### src/dtb_pkg.sv
/*
 * Constants for the dual timer and baud generator: register offsets,
 * field positions, reset values and cycle counts.
 * Assumes a single 25 MHz core clock and a plain strobe register port.
 */
package dtb_pkg;
    localparam int ADDR_W = 4;
    localparam logic [3:0] OFF_MODE = 4'h0;
    localparam logic [3:0] OFF_CTRL = 4'h1;
    localparam logic [3:0] OFF_T0L = 4'h2;
    localparam logic [3:0] OFF_T0H = 4'h3;
    localparam logic [3:0] OFF_T1L = 4'h4;
    localparam logic [3:0] OFF_T1H = 4'h5;
    localparam logic [3:0] OFF_T2CTRL = 4'h6;
    localparam logic [3:0] OFF_T2L = 4'h7;
    localparam logic [3:0] OFF_T2H = 4'h8;
    localparam logic [3:0] OFF_CAPL = 4'h9;
    localparam logic [3:0] OFF_CAPH = 4'hA;
    localparam logic [3:0] OFF_IRQ_STAT = 4'hB;
    localparam logic [3:0] OFF_IRQ_MASK = 4'hC;
    localparam logic [3:0] OFF_SER = 4'hD;
    // Mode register nibble fields: [1:0] mode, [2] count source, [3] qualify.
    localparam int MD_CT = 2;
    localparam int MD_GATE = 3;
    // Control register: run bits and overflow flags.
    localparam int CT_T0RUN = 4;
    localparam int CT_T0OVF = 5;
    localparam int CT_T1RUN = 6;
    localparam int CT_T1OVF = 7;
    // Timer 2 control: receive and transmit baud select, run.
    localparam int T2_RXSEL = 4;
    localparam int T2_TXSEL = 5;
    localparam int T2_RUN = 2;
    // Serial control: baud doubler.
    localparam int SER_DBL = 7;
    // Interrupt status bits.
    localparam int IRQ_T0 = 0;
    localparam int IRQ_T1 = 1;
    localparam int IRQ_T2 = 2;
    localparam logic [7:0] RST_BYTE = 8'h00;
    localparam logic [4:0] MODE0_PRESCALE_MAX = 5'h1F;
    localparam int CORE_CLK_HZ = 25000000;
    localparam int MC_CLOCKS = 12;
    localparam logic [3:0] MC_LAST = 4'(MC_CLOCKS - 1);
    localparam logic [3:0] T2_BAUD_DIV = 4'hF;
    localparam logic [4:0] T1_BAUD_DIV = 5'h1F;
    typedef enum logic [1:0] {
        DTB_MODE13 = 2'b00,
        DTB_MODE16 = 2'b01,
        DTB_MODE8AR = 2'b10,
        DTB_MODESPLIT = 2'b11
    } dtb_mode_t;
endpackage

### src/dtb_timer.sv
/*
 * Dual timer with baud generator: timers 0 and 1 with four modes, timer 2
 * as a 16-bit autoreload baud generator, and baud ticks for the UART.
 * Assumes synchronous pins, a 25 MHz clock and a plain strobe register port.
 */
// Design decisions made here: the plain strobed port and the register addresses.
//
// What this block does
// Mode 0 counts the high byte through a divide-by-32 prescaler.
// Mode 0 count is high byte plus low five bits; upper three ignored.
// Wrap from all ones to zero sets the timer overflow flag.
// Counting runs only with run set and qualify off or qualify pin high.
// Setting the run bit leaves the count registers unchanged.
// Mode 1 is mode 0 with the full 16-bit count.
// Mode 2 counts the low byte and reloads it from the high byte.
// Timer 1 in mode 3 holds its count as if stopped.
// Timer 0 mode 3 low byte is an 8-bit counter with timer 0 controls.
// Timer 0 mode 3 high byte counts cycles, uses timer 1 run and flag.
// Timer 1 stops in its mode 3, restarts out; overflows still feed baud.
// Timer 1 baud tick is overflow rate times two to doubler over 32.
// Software usually uses timer 1 autoreload timer mode for baud.
// Software keeps timer 1 interrupt off while it supplies baud.
// Timer 2 baud: one bit per 16 timer 2 overflows.
// Timer 2 in baud mode increments every two core clocks.
// Transmit or receive select bits put timer 2 in baud mode per direction.
// Timer 2 baud rate is clock over 32 times 65536 minus reload.
// Timer operation counts 12-clock machine cycles, counter counts pin edges.
`timescale 1ns/1ps
`default_nettype none
module dtb_timer (
    input wire logic clk,
    input wire logic rst,
    input wire logic [dtb_pkg::ADDR_W-1:0] addr,
    input wire logic [7:0] wdata,
    input wire logic wr_en,
    input wire logic rd_en,
    output logic [7:0] rdata,
    input wire logic ext_qualify_pin0,
    input wire logic ext_qualify_pin1,
    input wire logic count_pin0,
    input wire logic count_pin1,
    output logic tx_baud_tick,
    output logic rx_baud_tick,
    output logic irq
);
    import dtb_pkg::*;

    ////////////////////////////////////////////////////////////////////////
    logic [7:0] timer_mode_reg, timer_ctrl_reg, t2_ctrl_reg, ser_reg;
    logic [7:0] t0_low_byte, t0_high_byte, t1_low_byte, t1_reload_byte;
    logic [7:0] t2_low, t2_high, t2_reload_low, t2_reload_high;
    logic [2:0] irq_stat_reg, irq_mask_reg;
    logic [3:0] mc_cnt_reg;
    logic half_reg;
    logic [1:0] pin_d_reg;
    logic [4:0] pre0_reg, pre1_reg;
    logic [3:0] t2_tx_div_reg, t2_rx_div_reg;
    logic [4:0] t1_baud_div_reg;
    logic [7:0] rdata_reg;

    wire mc_tick = (mc_cnt_reg == MC_LAST);
    wire t2_tick = half_reg;
    wire [1:0] pin_now = {count_pin1, count_pin0};
    wire [1:0] pin_fall = pin_d_reg & ~pin_now;

    wire [3:0] md0 = timer_mode_reg[3:0];
    wire [3:0] md1 = timer_mode_reg[7:4];
    wire t0_split = (md0[1:0] == DTB_MODESPLIT);
    wire t0_run_bit = timer_ctrl_reg[CT_T0RUN];
    wire t1_run_bit = timer_ctrl_reg[CT_T1RUN];

    // Count enable for timer 0 and timer 1, with qualify and source select.
    wire t0_en = t0_run_bit & (~md0[MD_GATE] | ext_qualify_pin0);
    wire t1_en = t1_run_bit & (~md1[MD_GATE] | ext_qualify_pin1)
        & (md1[1:0] != DTB_MODESPLIT);
    wire t0_inc = t0_en & (md0[MD_CT] ? pin_fall[0] : mc_tick);
    // In split mode timer 1 keeps counting for baud, its flag is taken by t0 high.
    wire t1_inc = t1_en & (md1[MD_CT] ? pin_fall[1] : mc_tick);
    wire t0h_split_inc = t0_split & t1_run_bit & mc_tick;

    ////////////////////////////////////////////////////////////////////////
    // Per-timer counting logic for timers 0 and 1.
    logic [7:0] lo_next [2];
    logic [7:0] hi_next [2];
    logic [4:0] pre_next [2];
    logic ovf [2];

    genvar gi;
    generate
        for (gi = 0; gi < 2; gi = gi + 1) begin : g_tmr
            wire [3:0] md = gi == 0 ? md0 : md1;
            wire inc = gi == 0 ? t0_inc : t1_inc;
            wire [7:0] lo = gi == 0 ? t0_low_byte : t1_low_byte;
            wire [7:0] hi = gi == 0 ? t0_high_byte : t1_reload_byte;
            wire [4:0] pre = gi == 0 ? pre0_reg : pre1_reg;
            wire [15:0] full = {hi, lo};
            wire [15:0] full_p1 = full + 16'h0001;
            wire [7:0] lo_p1 = lo + 8'h01;
            wire [7:0] hi_p1 = hi + 8'h01;
            wire pre_wrap = (pre == MODE0_PRESCALE_MAX);
            always_comb begin
                lo_next[gi] = lo;
                hi_next[gi] = hi;
                pre_next[gi] = pre;
                ovf[gi] = 1'b0;
                if (inc) begin
                    case (md[1:0])
                        DTB_MODE13: begin
                            // The prescaler is the low five bits of the low byte.
                            pre_next[gi] = pre + 5'h01;
                            lo_next[gi] = {lo[7:5], lo[4:0] + 5'h01};
                            if (lo[4:0] == MODE0_PRESCALE_MAX) begin
                                hi_next[gi] = hi_p1;
                                ovf[gi] = (hi == 8'hFF);
                            end
                        end
                        DTB_MODE16: begin
                            lo_next[gi] = full_p1[7:0];
                            hi_next[gi] = full_p1[15:8];
                            ovf[gi] = (full == 16'hFFFF);
                        end
                        DTB_MODE8AR: begin
                            if (lo == 8'hFF) begin
                                lo_next[gi] = hi;
                                ovf[gi] = 1'b1;
                            end else begin
                                lo_next[gi] = lo_p1;
                            end
                        end
                        default: begin
                            // Split mode for timer 0: low byte alone.
                            lo_next[gi] = lo_p1;
                            ovf[gi] = (gi == 0) && (lo == 8'hFF);
                        end
                    endcase
                end
                if (pre_wrap && !inc) begin
                    pre_next[gi] = pre;
                end
            end
        end
    endgenerate

    // Timer 0 high byte in split mode counts machine cycles on its own.
    wire [7:0] t0h_split_p1 = t0_high_byte + 8'h01;
    wire t0h_ovf = t0h_split_inc & (t0_high_byte == 8'hFF);
    wire t0_ovf = ovf[0];
    wire t1_ovf_raw = ovf[1];
    wire t1_flag_set = t0_split ? t0h_ovf : t1_ovf_raw;

    ////////////////////////////////////////////////////////////////////////
    // Timer 2: 16-bit autoreload, baud mode when either select bit is set.
    wire t2_baud = t2_ctrl_reg[T2_TXSEL] | t2_ctrl_reg[T2_RXSEL];
    wire t2_inc = t2_ctrl_reg[T2_RUN] & (t2_baud ? t2_tick : mc_tick);
    wire [15:0] t2_full = {t2_high, t2_low};
    wire [15:0] t2_p1 = t2_full + 16'h0001;
    wire t2_ovf = t2_inc & (t2_full == 16'hFFFF);
    wire [15:0] t2_next = t2_ovf ? {t2_reload_high, t2_reload_low} : t2_p1;

    // Timer 1 baud path: divide overflows by 16 with doubler, or by 32.
    wire t1_baud_ovf = t1_ovf_raw;
    wire [4:0] t1_div_p1 = t1_baud_div_reg + 5'h01;
    wire t1_baud_tick = t1_baud_ovf & (ser_reg[SER_DBL] ? (t1_baud_div_reg[3:0] == 4'hF)
        : (t1_baud_div_reg == T1_BAUD_DIV));
    wire t2_tx_tick = t2_ovf & (t2_tx_div_reg == T2_BAUD_DIV);
    wire t2_rx_tick = t2_ovf & (t2_rx_div_reg == T2_BAUD_DIV);

    ////////////////////////////////////////////////////////////////////////
    // Register write decode.
    wire wr_mode = wr_en & (addr == OFF_MODE);
    wire wr_ctrl = wr_en & (addr == OFF_CTRL);
    wire wr_t0l = wr_en & (addr == OFF_T0L);
    wire wr_t0h = wr_en & (addr == OFF_T0H);
    wire wr_t1l = wr_en & (addr == OFF_T1L);
    wire wr_t1h = wr_en & (addr == OFF_T1H);
    wire wr_t2c = wr_en & (addr == OFF_T2CTRL);
    wire wr_t2l = wr_en & (addr == OFF_T2L);
    wire wr_t2h = wr_en & (addr == OFF_T2H);
    wire wr_capl = wr_en & (addr == OFF_CAPL);
    wire wr_caph = wr_en & (addr == OFF_CAPH);
    wire wr_stat = wr_en & (addr == OFF_IRQ_STAT);
    wire wr_mask = wr_en & (addr == OFF_IRQ_MASK);
    wire wr_ser = wr_en & (addr == OFF_SER);

    // Overflow flags: a set in the same cycle as a software write wins.
    wire [7:0] ctrl_wr_val = wr_ctrl ? wdata : timer_ctrl_reg;
    wire [7:0] ctrl_next = {ctrl_wr_val[7] | t1_flag_set, ctrl_wr_val[6],
        ctrl_wr_val[5] | t0_ovf, ctrl_wr_val[4:0]};
    wire [2:0] evt = {t2_ovf & ~t2_baud, t1_flag_set, t0_ovf};
    wire [2:0] stat_next = (irq_stat_reg & ~(wr_stat ? wdata[2:0] : 3'h0)) | evt;

    wire [7:0] t0h_next = t0_split ? (t0h_split_inc ? t0h_split_p1 : t0_high_byte)
        : hi_next[0];

    logic [7:0] rd_mux;
    always_comb begin
        case (addr)
            OFF_MODE: rd_mux = timer_mode_reg;
            OFF_CTRL: rd_mux = timer_ctrl_reg;
            OFF_T0L: rd_mux = t0_low_byte;
            OFF_T0H: rd_mux = t0_high_byte;
            OFF_T1L: rd_mux = t1_low_byte;
            OFF_T1H: rd_mux = t1_reload_byte;
            OFF_T2CTRL: rd_mux = t2_ctrl_reg;
            OFF_T2L: rd_mux = t2_low;
            OFF_T2H: rd_mux = t2_high;
            OFF_CAPL: rd_mux = t2_reload_low;
            OFF_CAPH: rd_mux = t2_reload_high;
            OFF_IRQ_STAT: rd_mux = {5'h00, irq_stat_reg};
            OFF_IRQ_MASK: rd_mux = {5'h00, irq_mask_reg};
            OFF_SER: rd_mux = ser_reg;
            default: rd_mux = 8'h00;
        endcase
    end

    ////////////////////////////////////////////////////////////////////////
    always_ff @(posedge clk) begin
        if (rst) begin
            mc_cnt_reg <= 4'h0;
            half_reg <= 1'b0;
            pin_d_reg <= 2'b00;
        end else begin
            mc_cnt_reg <= mc_tick ? 4'h0 : mc_cnt_reg + 4'h1;
            half_reg <= ~half_reg;
            pin_d_reg <= pin_now;
        end
    end

    always_ff @(posedge clk) begin
        if (rst) begin
            timer_mode_reg <= RST_BYTE;
            timer_ctrl_reg <= RST_BYTE;
            t2_ctrl_reg <= RST_BYTE;
            ser_reg <= RST_BYTE;
            irq_stat_reg <= 3'h0;
            irq_mask_reg <= 3'h0;
        end else begin
            timer_mode_reg <= wr_mode ? wdata : timer_mode_reg;
            timer_ctrl_reg <= ctrl_next;
            t2_ctrl_reg <= wr_t2c ? wdata : t2_ctrl_reg;
            ser_reg <= wr_ser ? wdata : ser_reg;
            irq_stat_reg <= stat_next;
            irq_mask_reg <= wr_mask ? wdata[2:0] : irq_mask_reg;
        end
    end

    // Software writes to a count byte win over the count in that cycle.
    always_ff @(posedge clk) begin
        if (rst) begin
            t0_low_byte <= RST_BYTE;
            t0_high_byte <= RST_BYTE;
            t1_low_byte <= RST_BYTE;
            t1_reload_byte <= RST_BYTE;
            pre0_reg <= 5'h00;
            pre1_reg <= 5'h00;
        end else begin
            t0_low_byte <= wr_t0l ? wdata : lo_next[0];
            t0_high_byte <= wr_t0h ? wdata : t0h_next;
            t1_low_byte <= wr_t1l ? wdata : lo_next[1];
            t1_reload_byte <= wr_t1h ? wdata : hi_next[1];
            pre0_reg <= pre_next[0];
            pre1_reg <= pre_next[1];
        end
    end

    always_ff @(posedge clk) begin
        if (rst) begin
            t2_low <= RST_BYTE;
            t2_high <= RST_BYTE;
            t2_reload_low <= RST_BYTE;
            t2_reload_high <= RST_BYTE;
        end else begin
            t2_low <= wr_t2l ? wdata : (t2_inc ? t2_next[7:0] : t2_low);
            t2_high <= wr_t2h ? wdata : (t2_inc ? t2_next[15:8] : t2_high);
            t2_reload_low <= wr_capl ? wdata : t2_reload_low;
            t2_reload_high <= wr_caph ? wdata : t2_reload_high;
        end
    end

    always_ff @(posedge clk) begin
        if (rst) begin
            t1_baud_div_reg <= 5'h00;
            t2_tx_div_reg <= 4'h0;
            t2_rx_div_reg <= 4'h0;
            tx_baud_tick <= 1'b0;
            rx_baud_tick <= 1'b0;
            rdata_reg <= 8'h00;
        end else begin
            t1_baud_div_reg <= t1_baud_ovf ? (t1_baud_tick ? 5'h00 : t1_div_p1)
                : t1_baud_div_reg;
            t2_tx_div_reg <= t2_ovf ? t2_tx_div_reg + 4'h1 : t2_tx_div_reg;
            t2_rx_div_reg <= t2_ovf ? t2_rx_div_reg + 4'h1 : t2_rx_div_reg;
            tx_baud_tick <= t2_ctrl_reg[T2_TXSEL] ? t2_tx_tick : t1_baud_tick;
            rx_baud_tick <= t2_ctrl_reg[T2_RXSEL] ? t2_rx_tick : t1_baud_tick;
            rdata_reg <= rd_en ? rd_mux : 8'h00;
        end
    end

    assign rdata = rdata_reg;
    assign irq = |(irq_stat_reg & irq_mask_reg);
endmodule
`default_nettype wire

### config.mk
export PLATFORM = sky130hd
export DESIGN_NAME = dtb_timer
export DESIGN_NICKNAME = d
export VERILOG_FILES = /design/src/dtb_pkg.sv /design/src/dtb_timer.sv
export SDC_FILE = /design/constraint.sdc
export NUM_CORES = 1
export LEC_CHECK = 0
export ABC_AREA = 1
export BUFFER_PORTS_ARGS = -buffer_cell sky130_fd_sc_hd__buf_2
export CAP_MARGIN = 10
export CORE_ASPECT_RATIO = 0.5
export CORE_MARGIN = 2
export CORE_UTILIZATION = 50
export DETAILED_ROUTE_END_ITERATION = 6
export PLACE_DENSITY = 0.69
export SLEW_MARGIN = 20
export SYNTH_ARGS = -nofsm -noshare
export SYNTH_HDL_FRONTEND = slang
export SYNTH_SLANG_ARGS = --single-unit
### constraint.sdc
create_clock -name clk -period 1.9 [get_ports clk]
set_clock_uncertainty 0.15 [all_clocks]
set_input_delay 0.285 -clock clk [delete_from_list [all_inputs] [get_ports clk]]
set_output_delay 0.285 -clock clk [all_outputs]
set_load 0.01 [all_outputs]
Word level (Yosys, flattened, before mapping)
Cells that the tools add are included.
{"block": "word_totals", "ff_bits": 132, "latchBits": 0, "ram_bits": 0, "rom_bits": 0, "inputBits": 20, "output_inout_bits": 11, "word_cells": 181, "mem_count": 0}
{"block": "op_classes", "add_sub_neg": 13, "n_mul": 0, "div_mod_pow": 0, "order_cmp": 0, "eq_ne": 38, "shift": 0, "n_mux": 42, "bitwise": 44, "n_reduce_logical": 18}
{"cell": "$mux 8", "count": 19}
{"cell": "$pmux 8 s14", "count": 1}
{"cell": "$add 16x1->16 const B", "count": 3}
{"cell": "$eq 16x16->1 const B", "count": 3}
{"cell": "$pmux 8 s3", "count": 2}
{"cell": "$eq 4x4->1 const B", "count": 10}
{"cell": "$add 8x1->8 const B", "count": 4}
{"cell": "$eq 8x8->1 const B", "count": 4}
{"cell": "$pmux 8 s2", "count": 2}
{"cell": "$and 1x1->1", "count": 28}
{"cell": "$eq 4x3->1 const B", "count": 4}
{"cell": "$mux 16", "count": 1}
{"cell": "$add 5x1->5 const B", "count": 3}
{"cell": "$eq 5x5->1 const B", "count": 3}
{"cell": "$mux 1", "count": 13}
{"cell": "$add 4x1->4 const B", "count": 3}
{"cell": "$reduce_bool 2->1", "count": 5}
{"cell": "$eq 4x2->1 const B", "count": 2}
{"cell": "$and 3x3->3", "count": 2}
{"cell": "$eq 2x2->1 const B", "count": 3}
{"cell": "$ne 2x2->1 const B", "count": 3}
{"cell": "$pmux 1 s3", "count": 2}
{"cell": "$reduce_bool 3->1", "count": 2}
{"cell": "$mux 5", "count": 1}
{"cell": "other kinds (20)", "count": 32}

Logic depth before layout (Yosys ltp)
{"block": "logic_depth", "word_depth": 8, "depth_mapped": 12, "ltp_nobuf": 12}

Least setup slack after synthesis
OpenSTA, ideal clock, no wires.
{"block": "synth_path", "path_type": "register to register", "from": "register t2_low[1]", "to": "register t2_low[7]", "setup_time_ns": 0.132, "arrival_ns": 1.519, "required_ns": 1.618, "path_slack_ns": 0.099, "path_stages_with_launch": 12, "path_buffers": 1, "period_less_slack_ns": 1.801, "path_cell_list": "dfxtp_1 -> ha_1 -> nand2_2 -> nor2_2 -> nand2_1 -> nor2_4 -> nand2_2 -> buf_2 -> nand2_1 -> nand3_1 -> nand2_1 -> a21oi_1"}
{"block": "synth_between", "elab_chain_cells": 5, "elab_cells_between_ends": 6, "cone_classes": "1 x add/sub; 1 x eq/ne; 3 x mux; 1 x bitwise"}
{"element": "start: declaration", "line": "dtb_timer.sv:51", "rtl": "logic [7:0] t2_low, t2_high, t2_reload_low, t2_reload_high;"}
{"element": "start signal: assignment", "line": "dtb_timer.sv:273", "rtl": "t2_low <= wr_t2l ? wdata : (t2_inc ? t2_next[7:0] : t2_low);"}
{"element": "branches (longest 2 deep; another with $add 16x1->16)"}
{"element": "$mux 16 *", "line": "dtb_timer.sv:158", "rtl": "wire [15:0] t2_next = t2_ovf ? {t2_reload_high, t2_reload_low} : t2_p1;"}
{"element": "$mux 8 * (2 in a row)", "line": "dtb_timer.sv:273"}
Mark *: on every way between the ends. The select of a mux whose other input is x is not followed.
A chain may end at the register's enable or synchronous reset.

Worst setup path after layout
{"block": "layout_path", "from": "register t1_low_byte[1] (netlist: g_tmr[1].lo[1])", "to": "register tx_baud_tick"}
{"block": "layout_between", "elab_chain_cells": 6, "elab_cells_between_ends": 9, "cone_classes": "3 x eq/ne; 5 x mux; 1 x bitwise"}
{"element": "start: declaration", "line": "dtb_timer.sv:50", "rtl": "logic [7:0] t0_low_byte, t0_high_byte, t1_low_byte, t1_reload_byte;"}
{"element": "start signal: assignment", "line": "dtb_timer.sv:259", "rtl": "t1_low_byte <= wr_t1l ? wdata : lo_next[1];"}
{"element": "$eq 8x8->1 or $eq 5x5->1 (tied branches)", "line": "dtb_timer.sv:123, dtb_timer.sv:112"}
{"element": "$mux 1, on equally long branches", "line": "dtb_timer.sv:123, dtb_timer.sv:112"}
{"element": "$pmux 1 s3 *", "line": "dtb_timer.sv:107", "rtl": "case (md[1:0])"}
{"element": "$mux 1 *", "line": "dtb_timer.sv:106", "rtl": "if (inc) begin"}
{"element": "$and 1x1->1 *", "line": "dtb_timer.sv:163", "rtl": "wire t1_baud_tick = t1_baud_ovf & (ser_reg[SER_DBL] ? (t1_baud_div_reg[3:0] == 4'hF)"}
{"element": "$mux 1 *", "line": "dtb_timer.sv:293", "rtl": "tx_baud_tick <= t2_ctrl_reg[T2_TXSEL] ? t2_tx_tick : t1_baud_tick;"}
{"element": "end signal: assignment", "line": "dtb_timer.sv:293"}
{"element": "end: declaration", "line": "dtb_timer.sv:42", "rtl": "output logic tx_baud_tick,"}
Mark *: on every way between the ends. The rest lies on a longest branch, timed or not.

==> metrics.txt <==
total grt overflow 0; Synth top area share 34.6%; Seq/Total Area, Yosys 34.6%; Placer Congestion 0.954; final WL 27,700 um; max cap viols 0; vias in the first global route 8,010; buffers from clock root to sink, at most 2; Synth Cell Area 0.00764 mm^2; routed len/inst 17.8 um; CTS sink cnt 132; total track usage 34.5%; PwrDens 646 mW/mm^2; die width 179 um; Iter 0 DRT Violations 1,103; Final Net Count 1,376; largest net degree at the start of global routing 60; register bit total from synthesis 132; worst vdd ir 0.690 mV; ranking of synthesized cells by area dfxtp_1 35%, nand2_1 12%, a21oi_1 8.4%, inv_1 7.5%, nand3_1 6.7%; row count 31; Tightest Pin Transition 773 ps; CTS Root Cell clkbuf_16; crit path capture type register; register area 0.00265 mm^2; CTS tree yes; share of cells above drive strength 1 23.4%; Hold Vio Cnt, Final 0; Worst Path Arrival 2080 ps; Worst Setup EP tx_baud_tick; yosys warns 0; Final ANT Viol Nets 0; relative slew slack 48.5%; Worst Hold Class in2reg; setup_tns 0 ps; H-tree levels 4; Syn-to-layout area delta 29.2%; Cell variety after synth 33; Startpoint Class register; number of CTS-inserted buffers 17; CTS clk-pin slew, worst paths 70 ps; fin crit period 1880 ps; n_diodes 0; Max Clock Freq 0.531 GHz; die area 0.0164 mm^2; Core Box Area 0.0147 mm^2; drt pass-1 iters 6; Setup crit start g_tmr[1].lo[1]; R2R depth 11; final instance area 0.00988 mm^2; ys async rst share 0%; slack of the worst reg-to-reg path 20 ps; Via density 5.70; starting density of the core 52.0%; post-synthesis cell count 1,197; final setup margin 17.3 ps; multi-input logic area 0.00459 mm^2; I/O Buffers 30; dpl ws -303 ps; Lkg Pwr 3.95 nW; first-pass GRT wire length 42,700 um; placed instance area 0.00881 mm^2; area leader, netlist dfxtp_1; initial antenna violation count 0; Syn Nets 1,229; peak fanout along the critical path 7; # fillers 1,341; Setup CP Type reg2reg; Synth Flop Type dfxtp_1; status completed; RSZ-0062 raised after global routing true; Vias 8,860; period utilization 99.1%; Post-synth EDFFs 0; I/O pins 31; Finish-stage setup viols 0; dpl hpwl 20,000 um; reg2reg end tx_baud_tick; worst r2r src g_tmr[1].lo[1]; Required @ worst endpoint 2100 ps; worst skew pair latency 430 ps; die height 91.4 um; Slew Viols, Final 0; Residual DRC 0; Syn Area/Cell 6.39 um^2
==> what timing repair did <==
action | in CTS | in global routing
pin swaps | 25 | 25
gates resized for setup | 45 | 71
setup endpoints to repair | 65 | 66
endpoints found under the hold margin | 2 | 0
setup buffers | 5 | 6
hold buffers | 2 | 0
==> layer usage <==
layer  wire (um)  part of all wire, %  global-route usage [%]
met2       11900                   43                    51.0
met4         662                  2.4                    11.9
met1       12300                   45                    49.0
met5           0                    0                       0
met3        2840                   10                    7.75
==> layout make-up <==
| class | instances | share of cell area (%) |
|---|---|---|
| multi-input cells | 857 | 46.5 |
| flip-flops and latches | 132 | 26.9 |
| repair buffers | 161 | 12.0 |
| inverters | 175 | 6.70 |
| clock buffers | 19 | 4.48 |
| well taps | 198 | 2.51 |
| clock inverters | 12 | 0.862 |
==> per-stage QoR <==
| stage | cells | util, % | power, mW | hold slack [ps] |
|---|---|---|---|---|
| floorplan | 1197 | - | 3.14 | 260 |
| global placement | 1510 | 59.9 | 3.35 | 277 |
| detailed placement | 1510 | 59.9 | 3.35 | 282 |
| CTS | 1548 | 65.0 | 6.35 | 23.4 |
| global route | 1554 | 67.2 | 6.55 | 83.3 |
| finish | 1554 | 67.2 | 6.38 | 33.4 |
==> worst max-delay path, cell delays in order, from the launching register on <==
cell and delay (ps):
dfxtp_2 360, ha_4 150, nand2_4 60, nor2_4 90, ha_4 140, nor2_2 50, nor2_4 120, nand3_2 120
nand2_4 120, buf_6 130, nand4_1 130, a21oi_1 160
==> worst min path at each step <==
stage,cells after the start,endpoint,from
6_report,3,t2_reload_low[2],wdata[2]
5_1_grt,3,rdata[1],rd_en
3_5_place_dp,1,half_reg,half_reg
4_1_cts,3,t2_reload_low[2],wdata[2]
2_1_floorplan,2,pin_d_reg[1],count_pin1
3_3_place_gp,1,half_reg,half_reg
==> cells in the final DEF (no fill, tap or decap), drive strengths merged, types with 12 or more instances in the layout <==
cell type,count
a21oi,129
buf,159
clkbuf,19
dfxtp,132
ha,12
inv,175
nand2,255
nand3,102
nand4,19
nor2,131
nor3,22
o21ai,99
o22ai,54
==> report_power, final <==
| part | total (mW) | internal (mW) | switching [mW] |
|---|---|---|---|
| logic | 0.494 | 0.155 | 0.339 |
| clock network | 3.04 | 1.69 | 1.35 |
| registers | 2.84 | 2.81 | 0.0297 |
| total | 6.38 | 4.66 | 1.72 |
==> cells in the mapped netlist, types with 2 or more instances <==
master	instances
o21ai_0	91
nor3_1	22
a21oi_1	128
nor2_1	111
nor3b_1	2
buf_2	8
o22ai_1	54
xnor2_1	2
nand4_1	19
ha_1	12
nand2_2	14
o31ai_1	2
or2_2	2
inv_1	152
clkbuf_1	22
a31oi_1	5
o21ai_1	8
dfxtp_1	132
nand2_1	241
nor2_2	13
nand3_1	102
buf_1	3
nor2_4	7
inv_2	22
o211ai_1	7
xor2_1	9
==> cells by family after synthesis <==
group	after synthesis	share of synthesized area, %
buffers and inverters	208	10.3
AO/OA/AOI/OAI	300	21.2
XOR/XNOR	11	1.26
adder cells (fa/ha/maj)	12	1.96
flip-flops	132	34.6
AND/OR/NAND/NOR	534	30.7
(Power assumes the default switching activity.)
